## config.mk

```make
export PLATFORM = sky130hd
export DESIGN_NAME = mefs_error_status
export DESIGN_NICKNAME = d
export VERILOG_FILES = /design/src/mefs_error_status.v
export VERILOG_INCLUDE_DIRS = /design/src
export SDC_FILE = /design/constraint.sdc
export NUM_CORES = 1
export LEC_CHECK = 0
export ABC_CLOCK_PERIOD_IN_PS = 2060
export BUFFER_PORTS_ARGS = -buffer_cell sky130_fd_sc_hd__buf_4
export CORE_UTILIZATION = 45
export DETAILED_ROUTE_END_ITERATION = 7
export GPL_ROUTABILITY_DRIVEN = 0
export PLACE_DENSITY = 0.66
export SETUP_SLACK_MARGIN = 0.1
export SYNTH_ARGS = -nofsm -noshare
export SYNTH_HDL_FRONTEND = slang
export SYNTH_SLANG_ARGS = --single-unit
export TNS_END_PERCENT = 50
```

## constraint.sdc

```tcl
create_clock -name I_CLK -period 2.06 [get_ports I_CLK]
set_input_delay 0.206 -clock I_CLK [delete_from_list [all_inputs] [get_ports I_CLK]]
set_output_delay 0.206 -clock I_CLK [all_outputs]
set_load 0.01 [all_outputs]
```

## src/mefs_consts.vh

```
// constants for the network controller error-status flag block
`ifndef MEFS_CONSTS_VH
`define MEFS_CONSTS_VH
// register select value of the main control/status register
`define MEFS_SEL_MAIN 2'h0
// bit positions inside the main control/status register
`define MEFS_BIT_ERR 15
`define MEFS_BIT_TX_BABBLE_FLAG 14
`define MEFS_BIT_COLLISION_TEST_ERROR 13
`define MEFS_BIT_MISS 12
`define MEFS_BIT_BUS_TIMEOUT_FLAG 11
`define MEFS_BIT_RINT 10
`define MEFS_BIT_TINT 9
`define MEFS_BIT_IDON 8
`define MEFS_BIT_IRQ_FLAG 7
`define MEFS_BIT_IRQ_ENABLE 6
`define MEFS_BIT_RXON 5
`define MEFS_BIT_TXON 4
`define MEFS_BIT_STOP 2
// babble threshold in bytes
`define MEFS_BABBLE_BYTES 1519
// timing figures in nanoseconds and the clock period
`define MEFS_CLK_NS 50
`define MEFS_COLLISION_TEST_ERROR_WAIT_NS 2000
`define MEFS_BUS_TIMEOUT_FLAG_WAIT_NS 25600
`endif

```

## src/mefs_error_status.v

```verilog
// error-status flags of the main control/status register
//
// Operation
// bit 15 is OR of four errors
// babble set at 1519 transmitted bytes
// transmitter never truncates frame itself
// babble set raises interrupt when enabled
// babble write-one clears; stop, reset clear
// collision missing 2 us after transmit
// transceiver pulses collision after transmit
// collision error write-one clear, stop clear
// missed packet on overflow without buffer
// missed frame writes no ring status
// missed packet raises interrupt when enabled
// missed packet write-one clear, stop clear
// ready absent 25.6 us sets memory error
// memory error stops receiver and transmitter
// memory error write-one clear, stop clear
// interrupt flag ORs six, excludes collision
// interrupt pin low when flag and enable
// host selects register zero first
// hardware set wins over write clear
`timescale 1ns/1ps
`default_nettype none
`include "mefs_consts.vh"
module mefs_error_status #(
  parameter CNT_W = 16
) (
  // clock and reset
  input wire I_CLK,
  input wire I_RESETN,
  // register ports
  input wire [1:0] I_REG_SELECT_PORT,
  input wire I_REG_WR,
  input wire I_REG_RD,
  input wire [15:0] I_REG_WDATA,
  output reg [15:0] O_REG_RDATA,
  // lower-order status and control from the rest of the controller
  input wire I_RX_INT,
  input wire I_TX_INT,
  input wire I_INIT_DONE,
  input wire I_RX_ON,
  input wire I_TX_ON,
  // transmit events
  input wire I_TX_BYTE,
  input wire I_TX_END,
  // transceiver collision pin
  input wire I_COLLISION,
  // receive events
  input wire I_RX_OVERFLOW,
  input wire I_RX_BUF_OWNED,
  // bus master cycle
  input wire I_BUS_ADDR_STROBE,
  input wire I_BUS_READY,
  // outputs
  output reg O_IRQ_N,
  output reg O_RX_KILL,
  output reg O_TX_KILL,
  output reg O_RING_STATUS_WR_EN,
  output reg O_STOP
);
  localparam [CNT_W-1:0] COLLISION_TEST_ERROR_CYC = `MEFS_COLLISION_TEST_ERROR_WAIT_NS / `MEFS_CLK_NS;
  localparam [CNT_W-1:0] BUS_TIMEOUT_FLAG_CYC = `MEFS_BUS_TIMEOUT_FLAG_WAIT_NS / `MEFS_CLK_NS;
  localparam [CNT_W-1:0] TX_BABBLE_FLAG_LIM = `MEFS_BABBLE_BYTES;

  // ==========================================================
  // input synchronisers
  // ==========================================================
  reg col_s1_ff, col_s2_ff, rdy_s1_ff, rdy_s2_ff;
  always @(posedge I_CLK or negedge I_RESETN) begin
    if (!I_RESETN) begin
      col_s1_ff <= 1'b0;
      col_s2_ff <= 1'b0;
      rdy_s1_ff <= 1'b0;
      rdy_s2_ff <= 1'b0;
    end else begin
      col_s1_ff <= I_COLLISION;
      col_s2_ff <= col_s1_ff;
      rdy_s1_ff <= I_BUS_READY;
      rdy_s2_ff <= rdy_s1_ff;
    end
  end

  // ==========================================================
  // host access decode
  // ==========================================================
  wire sel0 = (I_REG_SELECT_PORT == `MEFS_SEL_MAIN);
  wire wr0 = I_REG_WR && sel0;
  // writing stop clears the four error flags and the enable
  wire stop_set = wr0 && I_REG_WDATA[`MEFS_BIT_STOP];
  wire clr_tx_babble_flag = wr0 && I_REG_WDATA[`MEFS_BIT_TX_BABBLE_FLAG];
  wire clr_collision_test_error = wr0 && I_REG_WDATA[`MEFS_BIT_COLLISION_TEST_ERROR];
  wire clr_miss = wr0 && I_REG_WDATA[`MEFS_BIT_MISS];
  wire clr_bus_timeout_flag = wr0 && I_REG_WDATA[`MEFS_BIT_BUS_TIMEOUT_FLAG];

  // ==========================================================
  // event detection
  // ==========================================================
  reg [CNT_W-1:0] byte_cnt_ff, collision_test_error_cnt_ff, bus_timeout_flag_cnt_ff;
  reg collision_test_error_wait_ff, bus_timeout_flag_wait_ff;
  reg tx_babble_flag_ff, collision_test_error_ff, miss_ff, bus_timeout_flag_ff, irq_enable_ff, stop_ff;

  // byte threshold; R3 no truncation, the count only observes
  wire set_tx_babble_flag = I_TX_BYTE && (byte_cnt_ff == TX_BABBLE_FLAG_LIM - 1'b1);
  // collision window expiry
  wire set_collision_test_error = collision_test_error_wait_ff && !col_s2_ff && (collision_test_error_cnt_ff == COLLISION_TEST_ERROR_CYC - 1'b1);
  // lost frame without a buffer
  wire set_miss = I_RX_OVERFLOW && !I_RX_BUF_OWNED;
  // ready timeout
  wire set_bus_timeout_flag = bus_timeout_flag_wait_ff && !rdy_s2_ff && (bus_timeout_flag_cnt_ff == BUS_TIMEOUT_FLAG_CYC - 1'b1);

  always @(posedge I_CLK or negedge I_RESETN) begin
    if (!I_RESETN) begin
      byte_cnt_ff <= {CNT_W{1'b0}};
      collision_test_error_cnt_ff <= {CNT_W{1'b0}};
      bus_timeout_flag_cnt_ff <= {CNT_W{1'b0}};
      collision_test_error_wait_ff <= 1'b0;
      bus_timeout_flag_wait_ff <= 1'b0;
    end else begin
      if (I_TX_END)
        byte_cnt_ff <= {CNT_W{1'b0}};
      else if (I_TX_BYTE && byte_cnt_ff != TX_BABBLE_FLAG_LIM)
        byte_cnt_ff <= byte_cnt_ff + 1'b1;
      // collision pulse ends the wait
      if (I_TX_END) begin
        collision_test_error_wait_ff <= 1'b1;
        collision_test_error_cnt_ff <= {CNT_W{1'b0}};
      end else if (collision_test_error_wait_ff) begin
        if (col_s2_ff || set_collision_test_error)
          collision_test_error_wait_ff <= 1'b0;
        collision_test_error_cnt_ff <= collision_test_error_cnt_ff + 1'b1;
      end
      if (I_BUS_ADDR_STROBE) begin
        bus_timeout_flag_wait_ff <= 1'b1;
        bus_timeout_flag_cnt_ff <= {CNT_W{1'b0}};
      end else if (bus_timeout_flag_wait_ff) begin
        if (rdy_s2_ff || set_bus_timeout_flag)
          bus_timeout_flag_wait_ff <= 1'b0;
        bus_timeout_flag_cnt_ff <= bus_timeout_flag_cnt_ff + 1'b1;
      end
    end
  end

  // ==========================================================
  // sticky flags
  // ==========================================================
  always @(posedge I_CLK or negedge I_RESETN) begin
    if (!I_RESETN) begin
      tx_babble_flag_ff <= 1'b0;
      collision_test_error_ff <= 1'b0;
      miss_ff <= 1'b0;
      bus_timeout_flag_ff <= 1'b0;
      irq_enable_ff <= 1'b0;
      stop_ff <= 1'b1;
    end else begin
      // set wins over clear
      // babble clear paths
      tx_babble_flag_ff <= set_tx_babble_flag | (tx_babble_flag_ff & ~clr_tx_babble_flag & ~stop_set);
      // collision error clear paths
      collision_test_error_ff <= set_collision_test_error | (collision_test_error_ff & ~clr_collision_test_error & ~stop_set);
      // missed packet clear paths
      miss_ff <= set_miss | (miss_ff & ~clr_miss & ~stop_set);
      // memory error clear paths
      bus_timeout_flag_ff <= set_bus_timeout_flag | (bus_timeout_flag_ff & ~clr_bus_timeout_flag & ~stop_set);
      if (stop_set)
        irq_enable_ff <= 1'b0;
      else if (wr0)
        irq_enable_ff <= I_REG_WDATA[`MEFS_BIT_IRQ_ENABLE];
      if (stop_set)
        stop_ff <= 1'b1;
      else if (wr0 && I_REG_WDATA[1:0] != 2'h0)
        stop_ff <= 1'b0;
    end
  end

  // ==========================================================
  // summaries and outputs
  // ==========================================================
  // error summary
  wire err = tx_babble_flag_ff | collision_test_error_ff | miss_ff | bus_timeout_flag_ff;
  // interrupt flag, collision error excluded
  wire irq_flag = tx_babble_flag_ff | miss_ff | bus_timeout_flag_ff | I_RX_INT | I_TX_INT | I_INIT_DONE;
  reg [15:0] rd_word;
  always @* begin
    rd_word = 16'h0000;
    rd_word[`MEFS_BIT_ERR] = err;
    rd_word[`MEFS_BIT_TX_BABBLE_FLAG] = tx_babble_flag_ff;
    rd_word[`MEFS_BIT_COLLISION_TEST_ERROR] = collision_test_error_ff;
    rd_word[`MEFS_BIT_MISS] = miss_ff;
    rd_word[`MEFS_BIT_BUS_TIMEOUT_FLAG] = bus_timeout_flag_ff;
    rd_word[`MEFS_BIT_RINT] = I_RX_INT;
    rd_word[`MEFS_BIT_TINT] = I_TX_INT;
    rd_word[`MEFS_BIT_IDON] = I_INIT_DONE;
    rd_word[`MEFS_BIT_IRQ_FLAG] = irq_flag;
    rd_word[`MEFS_BIT_IRQ_ENABLE] = irq_enable_ff;
    rd_word[`MEFS_BIT_RXON] = I_RX_ON & ~bus_timeout_flag_ff;
    rd_word[`MEFS_BIT_TXON] = I_TX_ON & ~bus_timeout_flag_ff;
    rd_word[`MEFS_BIT_STOP] = stop_ff;
  end

  always @(posedge I_CLK or negedge I_RESETN) begin
    if (!I_RESETN) begin
      O_REG_RDATA <= 16'h0000;
      O_IRQ_N <= 1'b1;
      O_RX_KILL <= 1'b0;
      O_TX_KILL <= 1'b0;
      O_RING_STATUS_WR_EN <= 1'b1;
      O_STOP <= 1'b1;
    end else begin
      // other selects belong to neighbouring logic and read zero here
      O_REG_RDATA <= (I_REG_RD && sel0) ? rd_word : 16'h0000;
      // interrupt pin low on flag and enable
      O_IRQ_N <= ~(irq_flag & irq_enable_ff);
      // memory error shuts receiver and transmitter
      O_RX_KILL <= bus_timeout_flag_ff | set_bus_timeout_flag;
      O_TX_KILL <= bus_timeout_flag_ff | set_bus_timeout_flag;
      // no ring status for a missed frame
      O_RING_STATUS_WR_EN <= ~set_miss;
      O_STOP <= stop_ff;
    end
  end
endmodule
`default_nettype wire

```

After elaboration in Yosys (flattened, before gate mapping)
Cells that the tools add are included.
Widths: inputs -> output; s select.
Cells by class
  add/sub/neg operators: 3
  equality and inequality tests: 4
  multiplexer cells: 17
  bitwise gates (word level): 32
  reduce and logical (&&, ||, !) cells: 27
Operator list (count)
  $mux 16: 7
  $add 16x1->16 const B: 3
  $eq 16x11->1 const B: 1
  $eq 16x6->1 const B: 1
  $eq 16x9->1 const B: 1
  $ne 16x11->1 const B: 1
  $logic_and 1x1->1: 15
  $or 1x1->1: 13
  $reduce_bool 2->1: 6
  $and 1x1->1: 11
  $mux 1: 10
  $not 1->1: 8
  $logic_not 1->1: 3
  $logic_not 2->1: 1
  $logic_or 1x1->1: 2
Storage, ports and cells
  register bits after elaboration: 80
  bits of input ports: 34
  output and inout bits: 21
  logic and storage cells: 103

Depth between registers and ports, before layout
  depth in word-level cells: 7
  gate-level depth with buffers: 5
  mapped depth without buffers: 5

Least setup slack after synthesis
OpenSTA, ideal clock, no wires.
  kind: register to register
  from: reg collision_test_error_wait_ff
  to: reg collision_test_error_cnt_ff[15]
  library setup time: 78 ps
  data arrival time: 1630 ps
  data required time: 1982 ps
  path slack: 352 ps
  cell stages (with the launch flop): 6
  buffers on the path: 1
  period minus slack after synthesis: 1708 ps
  cell sequence: dfrtp_1 > buf_6 > nand4_2 > or4_4 > or3_1 > a21oi_1
Between the ends
  longest elaborated chain between the ends: 1
Ends and longest elaborated chain
  start: declaration: RTL line mefs_error_status.v:100  | reg collision_test_error_wait_ff, bus_timeout_flag_wait_ff;
  start signal: assignment: RTL line mefs_error_status.v:117  | collision_test_error_wait_ff <= 1'b0;
  start signal: assignment: RTL line mefs_error_status.v:126  | collision_test_error_wait_ff <= 1'b1;
  start signal: assignment: RTL line mefs_error_status.v:130  | collision_test_error_wait_ff <= 1'b0;
  $reduce_bool 2->1 (no source line)
  end signal: assignment: RTL line mefs_error_status.v:115  | collision_test_error_cnt_ff <= {CNT_W{1'b0}};
  end signal: assignment: RTL line mefs_error_status.v:127  | collision_test_error_cnt_ff <= {CNT_W{1'b0}};
  end signal: assignment: RTL line mefs_error_status.v:131  | collision_test_error_cnt_ff <= collision_test_error_cnt_ff + 1'b1;
  end: declaration: RTL line mefs_error_status.v:99  | reg [CNT_W-1:0] byte_cnt_ff, collision_test_error_cnt_ff, bus_timeout_flag_cnt_ff;
No other way between the ends.
A chain may end at the register's enable or synchronous reset.

Worst setup path in the final report
  from: reg collision_test_error_cnt_ff[3]
  to: reg collision_test_error_cnt_ff[15]
Between the ends
  longest elaborated chain between the ends: 3
Ends and longest elaborated chain
  $add 16x1->16: RTL line mefs_error_status.v:131
  $mux 16: RTL line mefs_error_status.v:128  | end else if (collision_test_error_wait_ff) begin
  $mux 16: RTL line mefs_error_status.v:125  | if (I_TX_END) begin
No other way between the ends. The select of a mux whose other input is x is not followed.

==> impl_results.rst <==
.. list-table::
   :header-rows: 1

   * - Metric
     - Value
   * - Total Power Consumption
     - 3.068 mW
   * - Final worst-path cycle share
     - 0.8827
   * - Internal power component
     - 2.382 mW
   * - Number of vias per cell after detailed routing
     - 5.193
   * - Number of placement rows
     - 31
   * - Global-route usage over all layers
     - 0.1711
   * - Cell types with the largest area share after synthesis
     - sky130_fd_sc_hd__dfrtp_1 (52%), sky130_fd_sc_hd__nor2_1 (5.3%), sky130_fd_sc_hd__xnor2_1 (4.2%)
   * - Clock latency at the later pin of the worst-skew pair
     - 0.34 ns
   * - DR WL/cell
     - 12.60 um
   * - Routed wire length
     - 6.340 mm
   * - Portion of total power attributed to combinational logic
     - 0.071
   * - Yosys warning count
     - 0
   * - Data required time at the worst endpoint
     - 2.33 ns
   * - H-Tree Depth
     - 3
   * - Count of cells along the worst hold path
     - 2
   * - Total Neg Setup Slack
     - 0 ns
   * - Number of antenna violations at the first check in global routing
     - 0
   * - Vias
     - 2612
   * - Total overflow reported by the global router
     - 0
   * - Area share of the leading cell type in the synthesized netlist
     - 0.5166
   * - Drt drc
     - 0
   * - Clk sink count
     - 77
   * - Post-synthesis register bit count
     - 77
   * - Most used DFF post-synth
     - sky130_fd_sc_hd__dfrtp_1
   * - Remaining antenna violation count
     - 0
   * - Bufs on Longest Clock Path
     - 2
   * - Placeable core area
     - 7408 um2
   * - Vias in the first global route
     - 2520
   * - Type of the worst setup path
     - register to register
   * - Maximum number of pins on one net before global-route repair
     - 42
   * - Setup repair after global routing missed its margin
     - false
   * - Width of the die
     - 90.64 um
   * - Iter 0 DRT Violations
     - 67
   * - Power density cells
     - 727.3 nW/um2
   * - Worst R2R Path Depth
     - 4
   * - Worst Clk Skew
     - 0.007448 ns
   * - Die Area
     - 8216 um2
   * - Shortest period the worst path allows
     - 1.818 ns
   * - Area growth from synthesis to layout
     - 19.29%
   * - Post-CTS clock slew at the launch and capture registers of the worst setup and hold paths
     - 0.08 ns
   * - Final core utilization
     - 0.5693
   * - Hold Path Class
     - input port to register
   * - Count of buffers added by post-CTS timing repair for setup
     - 0
   * - Ratio of cells with drive above 1 in the final layout
     - 0.1931
   * - Number of pins with negative max-slew slack in the final report
     - 0
   * - Max-cap viol count
     - 0
   * - Inserted Diodes
     - 0
   * - Starting utilization of the core area
     - 0.4773
   * - Half-perimeter wire length after detailed placement
     - 4.396 mm
   * - Critical path fanouts, max
     - 5
   * - Async SR Flop Fraction
     - 1.000
   * - Clk root buf
     - sky130_fd_sc_hd__clkbuf_8
   * - Number of placed I/O pins
     - 55
   * - Sequential cell area fraction in the yosys report
     - 0.5464
   * - Number of enable-type register cells in the synthesized netlist
     - 0
   * - # port buffers
     - 43
   * - Max VDD drop
     - 0.0004501 V
   * - TritonCTS Buffers
     - 9
   * - Share of total power in the clock network
     - 0.408
   * - First-pass iteration count of the detailed router
     - 4
   * - Synth Cell Area
     - 3536 um2
   * - Final setup violation count
     - 0
   * - Yosys cell types
     - 41
   * - Portion of total power attributed to sequential cells
     - 0.521
   * - Endpoint type of the worst setup path
     - register
   * - Yosys top cell by area
     - sky130_fd_sc_hd__dfrtp_1
   * - Data arrival time of the worst path
     - 2.09 ns
   * - Switching component of the power
     - 0.6853 mW
   * - Final hold violation count
     - 0
   * - Die extent in y
     - 90.64 um
   * - Setup crit start kind
     - register
   * - CTS tree
     - yes
   * - Top cells by count, synth
     - sky130_fd_sc_hd__dfrtp_1 (73), sky130_fd_sc_hd__nor2_1 (50), sky130_fd_sc_hd__nand2_1 (21)
   * - Number of nets in the final layout
     - 437
   * - Wire length of the first global-routing pass
     - 11.27 mm
   * - Syn Area/Cell
     - 10.10 um2
   * - Proportion of total power due to net switching
     - 0.2234
   * - Gate Count Post-Synth
     - 350
   * - Max Fclk
     - 0.5499 GHz
   * - Cell with the most instances after synthesis
     - sky130_fd_sc_hd__dfrtp_1
   * - Static power due to leakage
     - 1.901 nW
   * - Result of the run
     - complete, no violations
[metal layers]
| metal | wire length [um] | global-route usage | share of wire |
|---|---|---|---|
| met3 | 264 | 0.05724 | 0.042 |
| met2 | 3001 | 0.2835 | 0.47 |
| met5 | 0 | 0 | 0 |
| met4 | 63 | 0.04435 | 0.0099 |
| met1 | 3011 | 0.2145 | 0.47 |
[critical path, stage by stage, from the launching register on]
cell                      delay, ns
sky130_fd_sc_hd__dfrtp_1       0.44
sky130_fd_sc_hd__nand4_2       0.19
sky130_fd_sc_hd__or4_4         0.60
sky130_fd_sc_hd__or3_1         0.37
sky130_fd_sc_hd__a21oi_1       0.14
[area by class of cell]
cell class	instances	area, um2
fill	647	3191
sequential	77	1933
multi-input combinational	252	1503
timing repair buffer	51	402.9
clock buffer	11	141.4
tap	99	123.9
clock inverter	5	83.83
inverter	8	30.03
[stage by stage]
stage,cells,worst slack [ns],cell area (um2),hold WS (ns)
after floorplan,352,0.3520,3543,-0.08959
after global placement,484,0.2787,3961,0.2014
after detailed placement,484,0.2414,3961,0.1994
after CTS,503,0.2155,4217,0.004028
after global routing,503,0.1047,4218,0.01665
final,503,0.2416,4218,0.01923
[cell usage in the layout, fill, tap and decap left out, types with 8 or more instances in the layout]
master	netlist	final
sky130_fd_sc_hd__dfrtp_1	73	72
sky130_fd_sc_hd__nor2_1	50	50
sky130_fd_sc_hd__buf_4	4	47
sky130_fd_sc_hd__nand2_1	21	21
sky130_fd_sc_hd__nand3_1	19	19
sky130_fd_sc_hd__xnor2_1	17	17
sky130_fd_sc_hd__and3_1	16	16
sky130_fd_sc_hd__o21ai_0	15	15
sky130_fd_sc_hd__nand4_1	15	15
sky130_fd_sc_hd__xor2_1	14	14
sky130_fd_sc_hd__a21oi_1	11	11
sky130_fd_sc_hd__nor4_1	10	10
sky130_fd_sc_hd__nor3_1	10	10
sky130_fd_sc_hd__clkbuf_8	0	10
sky130_fd_sc_hd__or3_1	9	9
sky130_fd_sc_hd__inv_1	8	8
[power by group through the flow]
stage / registers, mW / logic [mW] / clock network (mW)
6_report: 1.60 / 0.216 / 1.25
2_1_floorplan: 1.63 / 0.103 / 0
3_5_place_dp: 1.63 / 0.216 / 0
3_3_place_gp: 1.63 / 0.212 / 0
4_1_cts: 1.60 / 0.222 / 1.29
5_1_grt: 1.61 / 0.245 / 1.36
[repair_timing]
item                                    4_1_cts  5_1_grt
hold buffers                                  3        0
hold endpoints to repair                     34        0
resized for setup                             0        1
endpoints found under the setup margin        0        1
[registers in the layout, summed over array words and instances (netlist names)]
| register | cells |
|---|---|
| O_IRQ_N | 1 |
| O_REG_RDATA | 13 |
| O_RING_STATUS_WR_EN | 1 |
| O_STOP | 1 |
| O_TX_KILL | 1 |
| bus_timeout_flag_cnt_ff | 16 |
| bus_timeout_flag_ff | 1 |
| bus_timeout_flag_wait_ff | 1 |
| byte_cnt_ff | 16 |
| col_s1_ff | 1 |
| col_s2_ff | 1 |
| collision_test_error_cnt_ff | 16 |
| collision_test_error_ff | 1 |
| collision_test_error_wait_ff | 1 |
| irq_enable_ff | 1 |
| miss_ff | 1 |
| rdy_s1_ff | 1 |
| rdy_s2_ff | 1 |
| stop_ff | 1 |
| tx_babble_flag_ff | 1 |
[final timing paths]
| path | startpoint | endpoint | slack (ns) |
|---|---|---|---|
| setup / recovery | collision_test_error_cnt_ff[3]$_DFFE_PN0P_ | collision_test_error_cnt_ff[15]$_DFFE_PN0P_ | 0.24 |
| hold reg to reg | rdy_s1_ff$_DFF_PN0_ | rdy_s2_ff$_DFF_PN0_ | 0.35 |
| min in group asynchronous | I_RESETN | bus_timeout_flag_cnt_ff[7]$_DFFE_PN0P_ | 0.35 |
| max in group asynchronous | I_RESETN | bus_timeout_flag_ff$_DFF_PN0_ | 1.14 |
| hold / removal | I_RX_OVERFLOW | O_RING_STATUS_WR_EN$_DFF_PN1_ | 0.02 |
| setup reg to reg | collision_test_error_cnt_ff[3]$_DFFE_PN0P_ | collision_test_error_cnt_ff[15]$_DFFE_PN0P_ | 0.24 |
[kinds of logic after synthesis]
| group | synth area share |
|---|---|
| buffers and inverters | 0.03079 |
| other | 0.001061 |
| DFF | 0.5464 |
| adders and majority gates | 0.01415 |
| xor gates and xnor gates | 0.07679 |
| AOI/OAI and AO/OA | 0.05202 |
| and+or+nand+nor | 0.2573 |
| muxes | 0.02158 |
No activity file was read; power rests on OpenSTA's default activity.
